[config.mk]
export PLATFORM = sky130hd
export DESIGN_NAME = umc_mode_cfg
export DESIGN_NICKNAME = d
export VERILOG_FILES = /design/src/design/umc_pkg.sv /design/src/design/umc_mode_cfg.sv /design/src/design/umc_sync2.sv /design/src/design/umc_prescaler.sv
export VERILOG_INCLUDE_DIRS = /design/src /design/src/design
export SDC_FILE = /design/constraint.sdc
export NUM_CORES = 1
export LEC_CHECK = 0
export BUFFER_PORTS_ARGS = -buffer_cell sky130_fd_sc_hd__buf_2
export CORE_MARGIN = 2
export CORE_UTILIZATION = 46
export CTS_CLUSTER_SIZE = 30
export DETAILED_ROUTE_END_ITERATION = 8
export GPL_TIMING_DRIVEN = 1
export PLACE_DENSITY_LB_ADDON = 0.12
export RECOVER_POWER = 100
export SLEW_MARGIN = 5
export SYNTH_ARGS = -nofsm -noshare
export SYNTH_HDL_FRONTEND = slang
export SYNTH_HIERARCHICAL = 1
export SYNTH_SLANG_ARGS = --single-unit
[constraint.sdc]
create_clock -name core_clk -period 3.8 [get_ports core_clk]
set_clock_uncertainty 0.05 [all_clocks]
set_input_delay 0.38 -clock core_clk [delete_from_list [all_inputs] [get_ports core_clk]]
set_output_delay 0.38 -clock core_clk [all_outputs]
set_load 0.02 [all_outputs]
[src/design/umc_defs.svh]
// Offsets, field positions, reset values and timing counts of the mode block
`ifndef UMC_DEFS_SVH
`define UMC_DEFS_SVH

// ==========================================================================
// Channel register offsets (3-bit channel window)
`define UMC_OFS_THR        3'h0
`define UMC_OFS_FCR        3'h2
`define UMC_OFS_LCR        3'h3
`define UMC_OFS_SPR        3'h7
// Indexed set offsets (written through the THR data window, index in SPR)
`define UMC_IDX_ACR        8'h00
`define UMC_IDX_CPR        8'h01
`define UMC_IDX_CKS        8'h02
`define UMC_IDX_TCR        8'h03
`define UMC_IDX_TTL        8'h04
`define UMC_IDX_RTL        8'h05
`define UMC_IDX_FCL        8'h06
`define UMC_IDX_FCH        8'h07
`define UMC_IDX_ID1        8'h08
`define UMC_IDX_ID2        8'h09
`define UMC_IDX_ID3        8'h0a
`define UMC_IDX_REV        8'h0b
`define UMC_IDX_CSR        8'h0c
`define UMC_IDX_RFL        8'h0d
`define UMC_IDX_TFL        8'h0e
`define UMC_IDX_ASR        8'h0f
// Enhanced register set offset when LINE_CONTROL_REG holds the unlock key
`define UMC_OFS_EFR        3'h2
`define UMC_LCR_KEY        8'hbf

// ==========================================================================
// Field positions
`define UMC_FCR_EN         0
`define UMC_FCR_DEPTH      5
`define UMC_LCR_DLAB       7
`define UMC_EFR_ENH        4
`define UMC_ACR_TRIG       5
`define UMC_ACR_ICR        6
`define UMC_ACR_950        7
`define UMC_ACR_DSR_FLOW   3
`define UMC_ACR_RS485      4
`define UMC_ACR_RX_DIS     0
`define UMC_ACR_TX_DIS     1

// ==========================================================================
// Reset values and depths
`define UMC_CPR_RESET      8'h20
`define UMC_TCR_RESET      8'h00
`define UMC_SAMPLES_DFLT   5'h10
`define UMC_SAMPLES_MIN    4'h4
`define UMC_DEPTH_BYTE     8'h01
`define UMC_DEPTH_BASIC    8'h10
`define UMC_DEPTH_DEEP     8'h80
`define UMC_SRST_KEY       8'h00
// Arbitrary identification bytes, not tied to any part
`define UMC_ID_BYTE0       8'h5a
`define UMC_ID_BYTE1       8'ha5
`define UMC_ID_BYTE2       8'h3c
`define UMC_ID_BYTE3       8'hc3

`endif

[src/design/umc_pkg.sv]
// Types shared by the mode and clock configuration block
package umc_pkg;

  typedef enum logic [2:0] {
    UMC_MODE_BYTE,
    UMC_MODE_BASIC,
    UMC_MODE_EXT_PIN,
    UMC_MODE_750,
    UMC_MODE_ENH
  } umc_mode_t;

  typedef enum logic [1:0] {
    UMC_CLK_INTERNAL,
    UMC_CLK_RING,
    UMC_CLK_READY,
    UMC_CLK_DSR
  } umc_clk_src_t;

endpackage

[src/design/umc_mode_cfg.sv]
// UART channel mode selection, feature gating and clock configuration
// ==========================================================================
`timescale 1ns/1ns
`default_nettype none
`include "umc_defs.svh"

module umc_mode_cfg
(
  // Clock and reset
  input  wire logic                  core_clk,
  input  wire logic                  rstn,
  // Channel register port
  input  wire logic [2:0]            reg_addr,
  input  wire logic                  reg_wr,
  input  wire logic                  reg_rd,
  input  wire logic [7:0]            reg_wdata,
  output var  logic [7:0]            reg_rdata,
  // Pins
  input  wire logic                  fifo_depth_select_pin,
  input  wire logic                  ring_indicate_input,
  input  wire logic                  dsr_input,
  input  wire logic                  dtr_input,
  // Datapath status
  input  wire logic [7:0]            rx_fill_level,
  input  wire logic [7:0]            tx_fill_level,
  input  wire logic [7:0]            flow_state,
  // Mode outputs
  output var  umc_pkg::umc_mode_t    mode,
  output var  logic [7:0]            fifo_depth,
  output var  logic                  feat_750,
  output var  logic                  feat_enh,
  output var  logic                  feat_950,
  output var  logic                  trig_from_regs,
  output var  logic [7:0]            rx_trigger_level,
  output var  logic [7:0]            tx_trigger_level,
  output var  logic [7:0]            flow_low_threshold,
  output var  logic [7:0]            flow_high_threshold,
  output var  logic [1:0]            fifo_trig_sel,
  output var  logic                  tx_disable,
  output var  logic                  rx_disable,
  output var  logic                  rs485_enable,
  output var  logic                  dsr_flow_enable,
  output var  logic                  nine_bit_enable,
  output var  logic                  soft_reset,
  // Clocking outputs
  output var  logic                  baud_tick,
  output var  logic [4:0]            samples_per_bit,
  output var  umc_pkg::umc_clk_src_t tx_clk_src,
  output var  umc_pkg::umc_clk_src_t rx_clk_src,
  output var  logic                  tx_ext_clk,
  output var  logic                  rx_ext_clk
);

  import umc_pkg::*;

  // ========================================================================
  // Register state
  logic [7:0] fifo_control_reg;
  logic [7:0] line_control_reg;
  logic [7:0] enhanced_feature_reg;
  logic [7:0] additional_control_reg;
  logic [7:0] baud_prescale_divider;
  logic [7:0] external_clock_source_select;
  logic [7:0] sample_clock_count;
  logic [7:0] scratch_index;
  logic [7:0] csr_nine_bit;
  logic [7:0] next_fcr;
  logic [7:0] next_lcr;
  logic [7:0] next_efr;
  logic [7:0] next_acr;
  logic [7:0] next_cpr;
  logic [7:0] next_cks;
  logic [7:0] next_tcr;
  logic [7:0] next_spr;
  logic [7:0] next_csr;
  logic [7:0] next_rtl;
  logic [7:0] next_ttl;
  logic [7:0] next_fcl;
  logic [7:0] next_fch;
  logic       next_srst;
  logic [7:0] next_rdata;
  logic       key_open;
  logic       icr_write;
  logic       ring_s;
  logic       dsr_s;
  logic       dtr_s;
  logic       depth_pin_s;

  // Enhanced set stays open while line control holds the unlock key
  assign key_open  = (line_control_reg == `UMC_LCR_KEY);
  // Indexed set is written through the data window when enabled
  // The control slot itself is writable whenever DLAB is clear, else the set could never
  // be opened after reset; a data write while the index rests there lands
  assign icr_write = reg_wr && (reg_addr == `UMC_OFS_THR)
                     && (additional_control_reg[`UMC_ACR_ICR]
                         || (scratch_index == `UMC_IDX_ACR))
                     && !line_control_reg[`UMC_LCR_DLAB];

  // ========================================================================
  // Write decode
  always_comb
  begin
    next_fcr  = fifo_control_reg;
    next_lcr  = line_control_reg;
    next_efr  = enhanced_feature_reg;
    next_acr  = additional_control_reg;
    next_cpr  = baud_prescale_divider;
    next_cks  = external_clock_source_select;
    next_tcr  = sample_clock_count;
    next_spr  = scratch_index;
    next_csr  = csr_nine_bit;
    next_rtl  = rx_trigger_level;
    next_ttl  = tx_trigger_level;
    next_fcl  = flow_low_threshold;
    next_fch  = flow_high_threshold;
    next_srst = 1'b0;
    if (reg_wr && key_open && (reg_addr == `UMC_OFS_EFR))
    begin
      next_efr = reg_wdata;
    end
    else if (reg_wr && (reg_addr == `UMC_OFS_FCR))
    begin
      next_fcr = reg_wdata;
      // Depth bit is guarded by latch access
      if (!line_control_reg[`UMC_LCR_DLAB])
        next_fcr[`UMC_FCR_DEPTH] = fifo_control_reg[`UMC_FCR_DEPTH];
    end
    else if (reg_wr && (reg_addr == `UMC_OFS_LCR))
    begin
      // Key only sets the latch bit, format bits stay put
      if (reg_wdata == `UMC_LCR_KEY)
        next_lcr = {1'b1, line_control_reg[6:0]};
      else
        next_lcr = reg_wdata;
    end
    else if (reg_wr && (reg_addr == `UMC_OFS_SPR))
    begin
      next_spr = reg_wdata;
    end
    else if (icr_write)
    begin
      if (scratch_index == `UMC_IDX_ACR)
        next_acr = reg_wdata;
      else if (scratch_index == `UMC_IDX_CPR)
        next_cpr = reg_wdata;
      else if (scratch_index == `UMC_IDX_CKS)
        next_cks = reg_wdata;
      else if (scratch_index == `UMC_IDX_TCR)
        next_tcr = reg_wdata;
      else if (scratch_index == `UMC_IDX_TTL)
        next_ttl = reg_wdata;
      else if (scratch_index == `UMC_IDX_RTL)
        next_rtl = reg_wdata;
      else if (scratch_index == `UMC_IDX_FCL)
        next_fcl = reg_wdata;
      else if (scratch_index == `UMC_IDX_FCH)
        next_fch = reg_wdata;
      else if (scratch_index == `UMC_IDX_CSR)
        // Zero written to the control slot is a software reset
        if (reg_wdata == `UMC_SRST_KEY)
          next_srst = 1'b1;
        else
          next_csr = reg_wdata;
    end
  end

  always_ff @(posedge core_clk or negedge rstn)
  begin
    if (!rstn)
    begin
      fifo_control_reg             <= 8'h00;
      line_control_reg             <= 8'h00;
      enhanced_feature_reg         <= 8'h00;
      additional_control_reg       <= 8'h00;
      baud_prescale_divider        <= `UMC_CPR_RESET;
      external_clock_source_select <= 8'h00;
      sample_clock_count           <= `UMC_TCR_RESET;
      scratch_index                <= 8'h00;
      csr_nine_bit                 <= 8'h00;
      rx_trigger_level             <= 8'h00;
      tx_trigger_level             <= 8'h00;
      flow_low_threshold           <= 8'h00;
      flow_high_threshold          <= 8'h00;
      soft_reset                   <= 1'b0;
    end
    else
    begin
      fifo_control_reg             <= next_fcr;
      line_control_reg             <= next_lcr;
      enhanced_feature_reg         <= next_efr;
      additional_control_reg       <= next_acr;
      baud_prescale_divider        <= next_cpr;
      external_clock_source_select <= next_cks;
      sample_clock_count           <= next_tcr;
      scratch_index                <= next_spr;
      csr_nine_bit                 <= next_csr;
      rx_trigger_level             <= next_rtl;
      tx_trigger_level             <= next_ttl;
      flow_low_threshold           <= next_fcl;
      flow_high_threshold          <= next_fch;
      soft_reset                   <= next_srst;
    end
  end

  // ========================================================================
  // Mode and feature decode, purely combinational on current bits
  always_comb
  begin
    feat_750 = 1'b0;
    feat_enh = 1'b0;
    feat_950 = 1'b0;
    if (!fifo_control_reg[`UMC_FCR_EN])
    begin
      mode       = UMC_MODE_BYTE;
      fifo_depth = `UMC_DEPTH_BYTE;
    end
    else if (enhanced_feature_reg[`UMC_EFR_ENH])
    begin
      mode       = UMC_MODE_ENH;
      fifo_depth = `UMC_DEPTH_DEEP;
      feat_enh   = 1'b1;
      feat_950   = 1'b1;
    end
    else if (fifo_control_reg[`UMC_FCR_DEPTH])
    begin
      mode       = UMC_MODE_750;
      fifo_depth = `UMC_DEPTH_DEEP;
      feat_750   = 1'b1;
    end
    else if (depth_pin_s)
    begin
      mode       = UMC_MODE_EXT_PIN;
      fifo_depth = `UMC_DEPTH_DEEP;
    end
    else
    begin
      mode       = UMC_MODE_BASIC;
      fifo_depth = `UMC_DEPTH_BASIC;
    end
  end

  // 950 extras each need enhanced mode and their own control bit
  assign trig_from_regs  = feat_950 && additional_control_reg[`UMC_ACR_TRIG];
  assign fifo_trig_sel   = trig_from_regs ? 2'b00 : fifo_control_reg[7:6];
  assign tx_disable      = feat_950 && additional_control_reg[`UMC_ACR_TX_DIS];
  assign rx_disable      = feat_950 && additional_control_reg[`UMC_ACR_RX_DIS];
  assign rs485_enable    = feat_950 && additional_control_reg[`UMC_ACR_RS485];
  assign dsr_flow_enable = feat_950
                           && additional_control_reg[`UMC_ACR_DSR_FLOW];
  assign nine_bit_enable = feat_950 && csr_nine_bit[0];

  // ========================================================================
  // Clocking: prescaler, sample count, external clock sources
  umc_prescaler u_presc
  (
    .core_clk (core_clk),
    .rstn     (rstn),
    .divide   (baud_prescale_divider),
    .tick     (baud_tick)
  );

  always_comb
  begin
    if (sample_clock_count[3:0] < `UMC_SAMPLES_MIN)
      samples_per_bit = `UMC_SAMPLES_DFLT;
    else
      samples_per_bit = {1'b0, sample_clock_count[3:0]};
  end

  umc_sync2 u_sync_ri
  (
    .core_clk (core_clk),
    .rstn     (rstn),
    .pin_in   (ring_indicate_input),
    .pin_sync (ring_s)
  );

  umc_sync2 u_sync_dsr
  (
    .core_clk (core_clk),
    .rstn     (rstn),
    .pin_in   (dsr_input),
    .pin_sync (dsr_s)
  );

  umc_sync2 u_sync_dtr
  (
    .core_clk (core_clk),
    .rstn     (rstn),
    .pin_in   (dtr_input),
    .pin_sync (dtr_s)
  );

  // The depth strap is a pin too, so it is synchronised like the rest
  umc_sync2 u_sync_sel
  (
    .core_clk (core_clk),
    .rstn     (rstn),
    .pin_in   (fifo_depth_select_pin),
    .pin_sync (depth_pin_s)
  );

  // Bits 1:0 pick transmit source, bit 2 picks receive from data-set-ready
  always_comb
  begin
    rx_clk_src = external_clock_source_select[2] ? UMC_CLK_DSR
                                                 : UMC_CLK_INTERNAL;
    rx_ext_clk = external_clock_source_select[2] && dsr_s;
    if (external_clock_source_select[1:0] == 2'b01)
    begin
      tx_clk_src = UMC_CLK_RING;
      tx_ext_clk = ring_s;
    end
    else if (external_clock_source_select[1:0] == 2'b10)
    begin
      tx_clk_src = UMC_CLK_READY;
      tx_ext_clk = dtr_s;
    end
    else
    begin
      tx_clk_src = UMC_CLK_INTERNAL;
      tx_ext_clk = 1'b0;
    end
  end

  // ========================================================================
  // Read decode, registered
  always_comb
  begin
    next_rdata = 8'h00;
    if (!reg_rd)
      next_rdata = reg_rdata;
    else if (reg_addr == `UMC_OFS_LCR)
      next_rdata = line_control_reg;
    else if (key_open && (reg_addr == `UMC_OFS_EFR))
      next_rdata = enhanced_feature_reg;
    else if (reg_addr == `UMC_OFS_SPR)
      next_rdata = scratch_index;
    else if ((reg_addr == `UMC_OFS_THR)
             && additional_control_reg[`UMC_ACR_950])
    begin
      if (scratch_index == `UMC_IDX_ACR)
        next_rdata = additional_control_reg;
      else if (scratch_index == `UMC_IDX_CPR)
        next_rdata = baud_prescale_divider;
      else if (scratch_index == `UMC_IDX_CKS)
        next_rdata = external_clock_source_select;
      else if (scratch_index == `UMC_IDX_TCR)
        next_rdata = sample_clock_count;
      else if (scratch_index == `UMC_IDX_ID1)
        next_rdata = `UMC_ID_BYTE0;
      else if (scratch_index == `UMC_IDX_ID2)
        next_rdata = `UMC_ID_BYTE1;
      else if (scratch_index == `UMC_IDX_ID3)
        next_rdata = `UMC_ID_BYTE2;
      else if (scratch_index == `UMC_IDX_REV)
        next_rdata = `UMC_ID_BYTE3;
      else if (scratch_index == `UMC_IDX_CSR)
        next_rdata = fifo_control_reg;
      else if (scratch_index == `UMC_IDX_RFL)
        next_rdata = rx_fill_level;
      else if (scratch_index == `UMC_IDX_TFL)
        next_rdata = tx_fill_level;
      else if (scratch_index == `UMC_IDX_ASR)
        next_rdata = flow_state;
    end
  end

  always_ff @(posedge core_clk or negedge rstn)
  begin
    if (!rstn)
      reg_rdata <= 8'h00;
    else
      reg_rdata <= next_rdata;
  end

endmodule
`default_nettype wire

[src/design/umc_sync2.sv]
// Two-flop synchroniser for one pin level
`timescale 1ns/1ns
`default_nettype none

module umc_sync2
(
  // Clock and reset
  input  wire logic core_clk,
  input  wire logic rstn,
  // Level
  input  wire logic pin_in,
  output var  logic pin_sync
);

  logic meta;
  logic next_meta;
  logic next_sync;

  always_comb
  begin
    next_meta = pin_in;
    next_sync = meta;
  end

  always_ff @(posedge core_clk or negedge rstn)
  begin
    if (!rstn)
    begin
      meta     <= 1'b0;
      pin_sync <= 1'b0;
    end
    else
    begin
      meta     <= next_meta;
      pin_sync <= next_sync;
    end
  end

endmodule
`default_nettype wire

[src/design/umc_prescaler.sv]
// Fractional M+N/8 prescaler producing a one-cycle baud enable
`timescale 1ns/1ns
`default_nettype none

module umc_prescaler
(
  // Clock and reset
  input  wire logic       core_clk,
  input  wire logic       rstn,
  // Divide setting, M in [7:3], N in [2:0]
  input  wire logic [7:0] divide,
  // Enable out
  output var  logic       tick
);

  // Accumulate in eighths: step 8 per clock, wrap at M*8+N
  logic [8:0] acc;
  logic [8:0] next_acc;
  logic       next_tick;
  logic [8:0] limit;
  logic [8:0] sum;

  always_comb
  begin
    // M of zero is treated as a divide of exactly one, N ignored, so the divider never stalls
    limit = (divide[7:3] == 5'h00) ? 9'h008 : {1'b0, divide};
    sum = acc + 9'h008;
    // A smaller divide written mid-count leaves acc past the new limit;
    // restart the count there instead of ticking on every clock
    if (acc >= limit)
    begin
      next_acc  = 9'h000;
      next_tick = 1'b1;
    end
    else if (sum >= limit)
    begin
      next_acc  = sum - limit;
      next_tick = 1'b1;
    end
    else
    begin
      next_acc  = sum;
      next_tick = 1'b0;
    end
  end

  always_ff @(posedge core_clk or negedge rstn)
  begin
    if (!rstn)
    begin
      acc  <= 9'h000;
      tick <= 1'b0;
    end
    else
    begin
      acc  <= next_acc;
      tick <= next_tick;
    end
  end

endmodule
`default_nettype wire

Word level (Yosys, flattened, before mapping):

Index checks and enable logic that the tools add are counted.

* flip-flop bits (word level): 124
* input bits: 43
* output and inout bits: 75
* logic and storage cells: 162

* add/subtract/negate cells: 2
* order comparisons: 3
* eq/ne operators: 22
* muxes and demuxes: 57
* bitwise logic cells: 14
* reduce and logical (&&, ||, !) cells: 37

Operators by type and width (number)
* two-way mux 8 bit: 22
* == test 8 x 4 -> 1 bit, second input constant: 8
* == test 8 x 3 -> 1 bit, second input constant: 4
* two-way mux 1 bit: 24
* >= comparator 9 bit: 2
* two-way mux 9 bit: 2
* logical AND 1 bit: 17
* == test 8 x 2 -> 1 bit, second input constant: 2
* == test 8 bit, second input constant: 2
* logical NOT 8 bit: 2
* AND reduction 15 bit: 1
* inverter 1 bit: 14
* AND reduction 13 bit: 1
* two-way mux 2 bit: 6
* AND reduction 12 bit: 1
* AND reduction 11 bit: 1
* AND reduction 10 bit: 1
* adder 9 x 4 -> 9 bit, second input constant: 1
* AND reduction 9 bit: 1
* subtractor 9 bit: 1
* == test 8 x 1 -> 1 bit, second input constant: 1
* AND reduction 4 bit: 2
* AND reduction 8 bit: 1
* AND reduction 7 bit: 1
* other kinds (14): 17

Logic depth before layout (Yosys ltp):

* word-level depth: 17
* depth in mapped cells: 11
* depth with buffers taken out: 11

By module:

The synthesis kept the hierarchy.

Modules (own cells, without submodules)
* umc_mode_cfg: times used 1, cells an instance 468, area an instance 5408.9 um2, seq. area each 2653.8 um2
* umc_prescaler: times used 1, cells an instance 137, area an instance 1152.4 um2, seq. area each 250.2 um2
* umc_sync2: times used 4, cells an instance 2, area an instance 50.0 um2, seq. area each 50.0 um2

Worst setup path after synthesis:

OpenSTA, ideal clock, no wires.

* kind: register to register
* start point: register u_presc.acc[3]
* end point: register u_presc.tick
* library setup time: 124 ps
* data arrival time: 2427 ps
* required time: 3626 ps
* path slack: 1199 ps
* cell stages (with the launch flop): 10
* buffers on the path: 1
* period minus slack after synthesis: 2601 ps
* cells stage by stage: dfrtp_1 ha_1 xor2_1 ha_1 buf_6 and2_4 a41o_1 a2111oi_4 nand2_2 or2_1

* word-level cells in the longest chain between the ends: 4
* elaborated cells on any way between the ends: 5
* those cells by class: add/sub: 1; order compare: 2; mux: 2

RTL lines
* start, declared: line umc_prescaler.sv:17 `logic [8:0] acc;`
* start signal, assigned: line umc_prescaler.sv:56 `acc <= next_acc;`
* adder 9 x 4 -> 9 bit: line umc_prescaler.sv:27 `sum = acc + 9'h008;`
* >= comparator 9 bit: line umc_prescaler.sv:35 `else if (sum >= limit)`
* two-way mux 1 bit: line umc_prescaler.sv:35
* two-way mux 1 bit *: line umc_prescaler.sv:30 `if (acc >= limit)`
* via u_presc.next_tick: line umc_prescaler.sv:19 `logic next_tick;`
* end signal, assigned: line umc_prescaler.sv:57 `tick <= next_tick;`
* end, declared: line umc_prescaler.sv:13 `output var logic tick`

The timed path passes the listed nets; every way through them passes the cells marked *.
A chain may end at the register's enable or synchronous reset.

Final worst setup path:

* start point: register scratch_index[4]
* end point: register baud_prescale_divider[7]

* word-level cells in the longest chain between the ends: 5
* elaborated cells on any way between the ends: 7
* those cells by class: eq/ne: 1; bitwise: 1; reduce/logical: 5

RTL lines
* start, declared: line umc_mode_cfg.sv:65 `logic [7:0] scratch_index;`
* start signal, assigned: line umc_mode_cfg.sv:195 `scratch_index <= next_spr;`
* logical NOT 8 bit (no line)
* logical OR 1 bit: line umc_mode_cfg.sv:95 `` && (additional_control_reg[`UMC_ACR_ICR] ``
* logical AND 1 bit (2 in a row): line umc_mode_cfg.sv:94 `` assign icr_write = reg_wr && (reg_addr == `UMC_OFS_THR) ``
* AND reduction 7 bit (no line) *
* end signal, assigned: line umc_mode_cfg.sv:175 `` baud_prescale_divider <= `UMC_CPR_RESET; ``
* end signal, assigned: line umc_mode_cfg.sv:192 `baud_prescale_divider <= next_cpr;`
* end, declared: line umc_mode_cfg.sv:62 `logic [7:0] baud_prescale_divider;`

Every way passes the cells marked *; elsewhere a longest branch is shown, timed or not.

==> impl_metrics.env <==
export IMPL_clock_sinks=124
export IMPL_drtAntennaViolNets=0
export IMPL_crit_required_ns=4.04
export IMPL_min_path_type="in2async"
export IMPL_synth_simple_gate_area_share_pct=14.4
export IMPL_crit_type="reg2reg"
export IMPL_synth_top_area_cell="dfrtp_1"
export IMPL_power_frac_comb_pct=28.3
export IMPL_clock_power_share_pct=34.7
export IMPL_post_route_min_period_ns=3.22
export IMPL_grt_pass1_wl_mm=30.0
export IMPL_io_buffers=112
export IMPL_critPathLaunchType="flip-flop"
export IMPL_crit_slowest_cell="nor3_1"
export IMPL_syn_area_sq_mm=0.00676
export IMPL_synth_cell_types=80
export IMPL_power_frac_seq_pct=37.0
export IMPL_dieHeight_microns=125
export IMPL_r2r_end="baud_prescale_divider[7]$_DFFE_PN0P_"
export IMPL_violations="negative hold slack, max-capacitance violations, max-slew violations"
export IMPL_synth_seq_cells=124
export IMPL_viasPerCell=5.86
export IMPL_syn_inst=613
export IMPL_post_route_util_pct=53.8
export IMPL_hold_slack_ns=-0.0353
export IMPL_fin_crit_sh_pct=84.7
export IMPL_dieArea_sq_mm=0.0157
export IMPL_wl_per_cell_microns=20.7
export IMPL_hpwl_mm=13.1
export IMPL_synth_xor_area_share_pct=0.518
export IMPL_vdd_drop_max_mv=0.274
export IMPL_num_vias=5305
export IMPL_grt_pass1_vias=5370
export IMPL_num_antenna_cells=0
export IMPL_clkTransAtPathRegs_ns=0.05
export IMPL_antenna_found_initial=0
export IMPL_final_cell_mix="dfrtp_1, mux2_2, clkbuf_1"
export IMPL_r2r_start="scratch_index[4]$_DFFE_PN0P_"
export IMPL_max_flop_register="u_presc/acc"
export IMPL_cts_tree="built"
export IMPL_grt_max_degree=68
export IMPL_die_x_microns=125
export IMPL_synth_main_ff_cell="dfrtp_1"
export IMPL_crit_arrival_ns=3.46
export IMPL_cts_hold_fix_buffers=0
export IMPL_layout_commonest_cell="dfrtp_1"
export IMPL_p_per_area_mw_per_mm2=552
export IMPL_drt_iter0_drc=423
export IMPL_power_mw=4.28
export IMPL_hold_viol_final=21
export IMPL_drc=0
export IMPL_largest_reg_flops=9
export IMPL_synth_edf_count=0
export IMPL_r2r_cells=5
export IMPL_ioPinCount=118
export IMPL_post_cts_setup_buffer_count=0
export IMPL_synth_adder_area_share_pct=2.89
export IMPL_cts_resized=0
export IMPL_path_cells="or4_1 > nor3_1 > nand2_2 > nor2_1 > mux2_2"
export IMPL_relSlewSlack_pct=-10.6
export IMPL_p_sw_share_pct=33.4
export IMPL_crit_path_end_kind="flip-flop"
export IMPL_setup_viol=0
export IMPL_yosys_warnings=6
export IMPL_layout_drive_gt1_share_pct=26.5
export IMPL_p_leak_nw=3.55
export IMPL_setup_tns_final_ns=0
export IMPL_rrSetupSlack_ns=0.58
export IMPL_postSynth_asyncResetShare_pct=100
export IMPL_synth_area_leaders="dfrtp_1, mux2_2, ha_1"
export IMPL_drt_pass1_iterations=5
export IMPL_cts_htree_levels=4
export IMPL_p_switching_mw=1.43
export IMPL_tightest_slew_ns=1.66
export IMPL_track_usage_pct=24.5
export IMPL_area_growth_pct=14.7
export IMPL_drv_slew=68
export IMPL_core_sq_mm=0.0144
export IMPL_finalNonFillerCells=905
export IMPL_fmax_mhz=311
export IMPL_cap_violations=2
export IMPL_fp_row_count=44
export IMPL_crit_fanout=8
export IMPL_seq_area_frac_synth_pct=45.9
export IMPL_gp_congestion=0.908
export IMPL_synth_top_family_by_area="multiplexers"
export IMPL_crit_path_max_incr_delay_ns=0.78
export IMPL_finish_net_count=768
export IMPL_cts_root_buffer="clkbuf_16"
export IMPL_outcome="finished, violations left"
export IMPL_muxShareOfSynthArea_pct=18.7
export IMPL_synth_compound_area_share_pct=13.2
export IMPL_grt_overflow_total=0
export IMPL_rsz0062_at_grt="false"
export IMPL_drt_wl_total_mm=18.7
export IMPL_syn_area_per_cell_sq_um=11.0
export IMPL_clk_path_buf_depth=2
export IMPL_clock_latency_ns=0.41
export IMPL_cts_made_buffers=17
export IMPL_p_int_mw=2.85
export IMPL_placed_cells=875
export IMPL_initial_utilization_pct=46.9
export IMPL_synth_top_area_share_pct=45.5
## cell type report
cell class	instances	area (sq um)
Tap cell	184	230
Inverter	21	78.8
Multi-Input combinational cell	428	3300
Timing Repair Buffer	118	514
Fill cell	1350	6670
Sequential cell	124	3100
Clock inverter	7	67.6
Clock buffer	23	468
## worst max-delay path: cells and delay by family, from the launching register on
family	cells	cell delay, ns
DFF	1	0.42
and+or+nand+nor	4	2.22
muxes	1	0.41
## metrics by stage
stage | area (sq um) | setup slack (ns)
finish | 7760 | 0.580
CTS | 7950 | 0.909
global route | 7760 | 0.424
floorplan | 6780 | 1.20
global placement | 7410 | 0.971
detailed placement | 7410 | 0.925
## how the worst max path moves through the flow
stage                                                     from                              endpoint  slack, ns  cells after the start
after floorplan                       u_presc/acc[3]$_DFF_PN0_                u_presc/tick$_DFF_PN0_       1.20                      9
after global placement    baud_prescale_divider[4]$_DFFE_PN0P_                u_presc/tick$_DFF_PN0_       0.97                      9
after detailed placement  baud_prescale_divider[4]$_DFFE_PN0P_                u_presc/tick$_DFF_PN0_       0.92                      9
after CTS                 baud_prescale_divider[4]$_DFFE_PN0P_                u_presc/tick$_DFF_PN0_       0.91                      9
after global routing              scratch_index[4]$_DFFE_PN0P_  baud_prescale_divider[1]$_DFFE_PN0P_       0.42                      5
final                             scratch_index[4]$_DFFE_PN0P_  baud_prescale_divider[7]$_DFFE_PN0P_       0.58                      5
## metal layers
metal  vias to the layer above  routed length [microns]  global-route usage, %
met3                        19                      990                   5.86
met4                         0                      298                   7.58
met5                         -                        0                      0
met2                       173                     8940                   38.9
li1                       2430                        -                      -
met1                      2683                     8490                   33.5
## Yosys cell counts, types with 5 or more instances
library cell  instances
nor3_1               11
ha_1                 14
nor2_1               29
and3_1               17
mux2_2              102
a31oi_1               5
o211ai_1              5
nor2b_1              16
nand2_1              24
nand2b_1              6
nand3_1              16
clkbuf_1             29
inv_1                20
dfrtp_1             123
a21oi_1              31
mux2i_1               7
a211oi_1              9
buf_4                 9
o21ai_0              23
## cells by family (layout without fill, tap and decap cells)
| family | Yosys count | in the layout |
|---|---|---|
| simple gates | 167 | 167 |
| flops | 124 | 124 |
| other cells | 1 | 5 |
| buf+inv | 65 | 169 |
| xor+xnor | 4 | 4 |
| mux | 111 | 111 |
| fa+ha+maj | 15 | 15 |
| compound gates | 126 | 126 |
## power groups by stage
| stage | combinational, mW | sequential, mW | clock [mW] |
|---|---|---|---|
| floorplan | 0.955 | 1.53 | 0 |
| global placement | 1.21 | 1.60 | 0 |
| detailed placement | 1.22 | 1.61 | 0 |
| CTS | 1.23 | 1.58 | 1.50 |
| global route | 1.33 | 1.60 | 1.57 |
| finish | 1.21 | 1.58 | 1.49 |
Power figures use the tool's default switching activity.
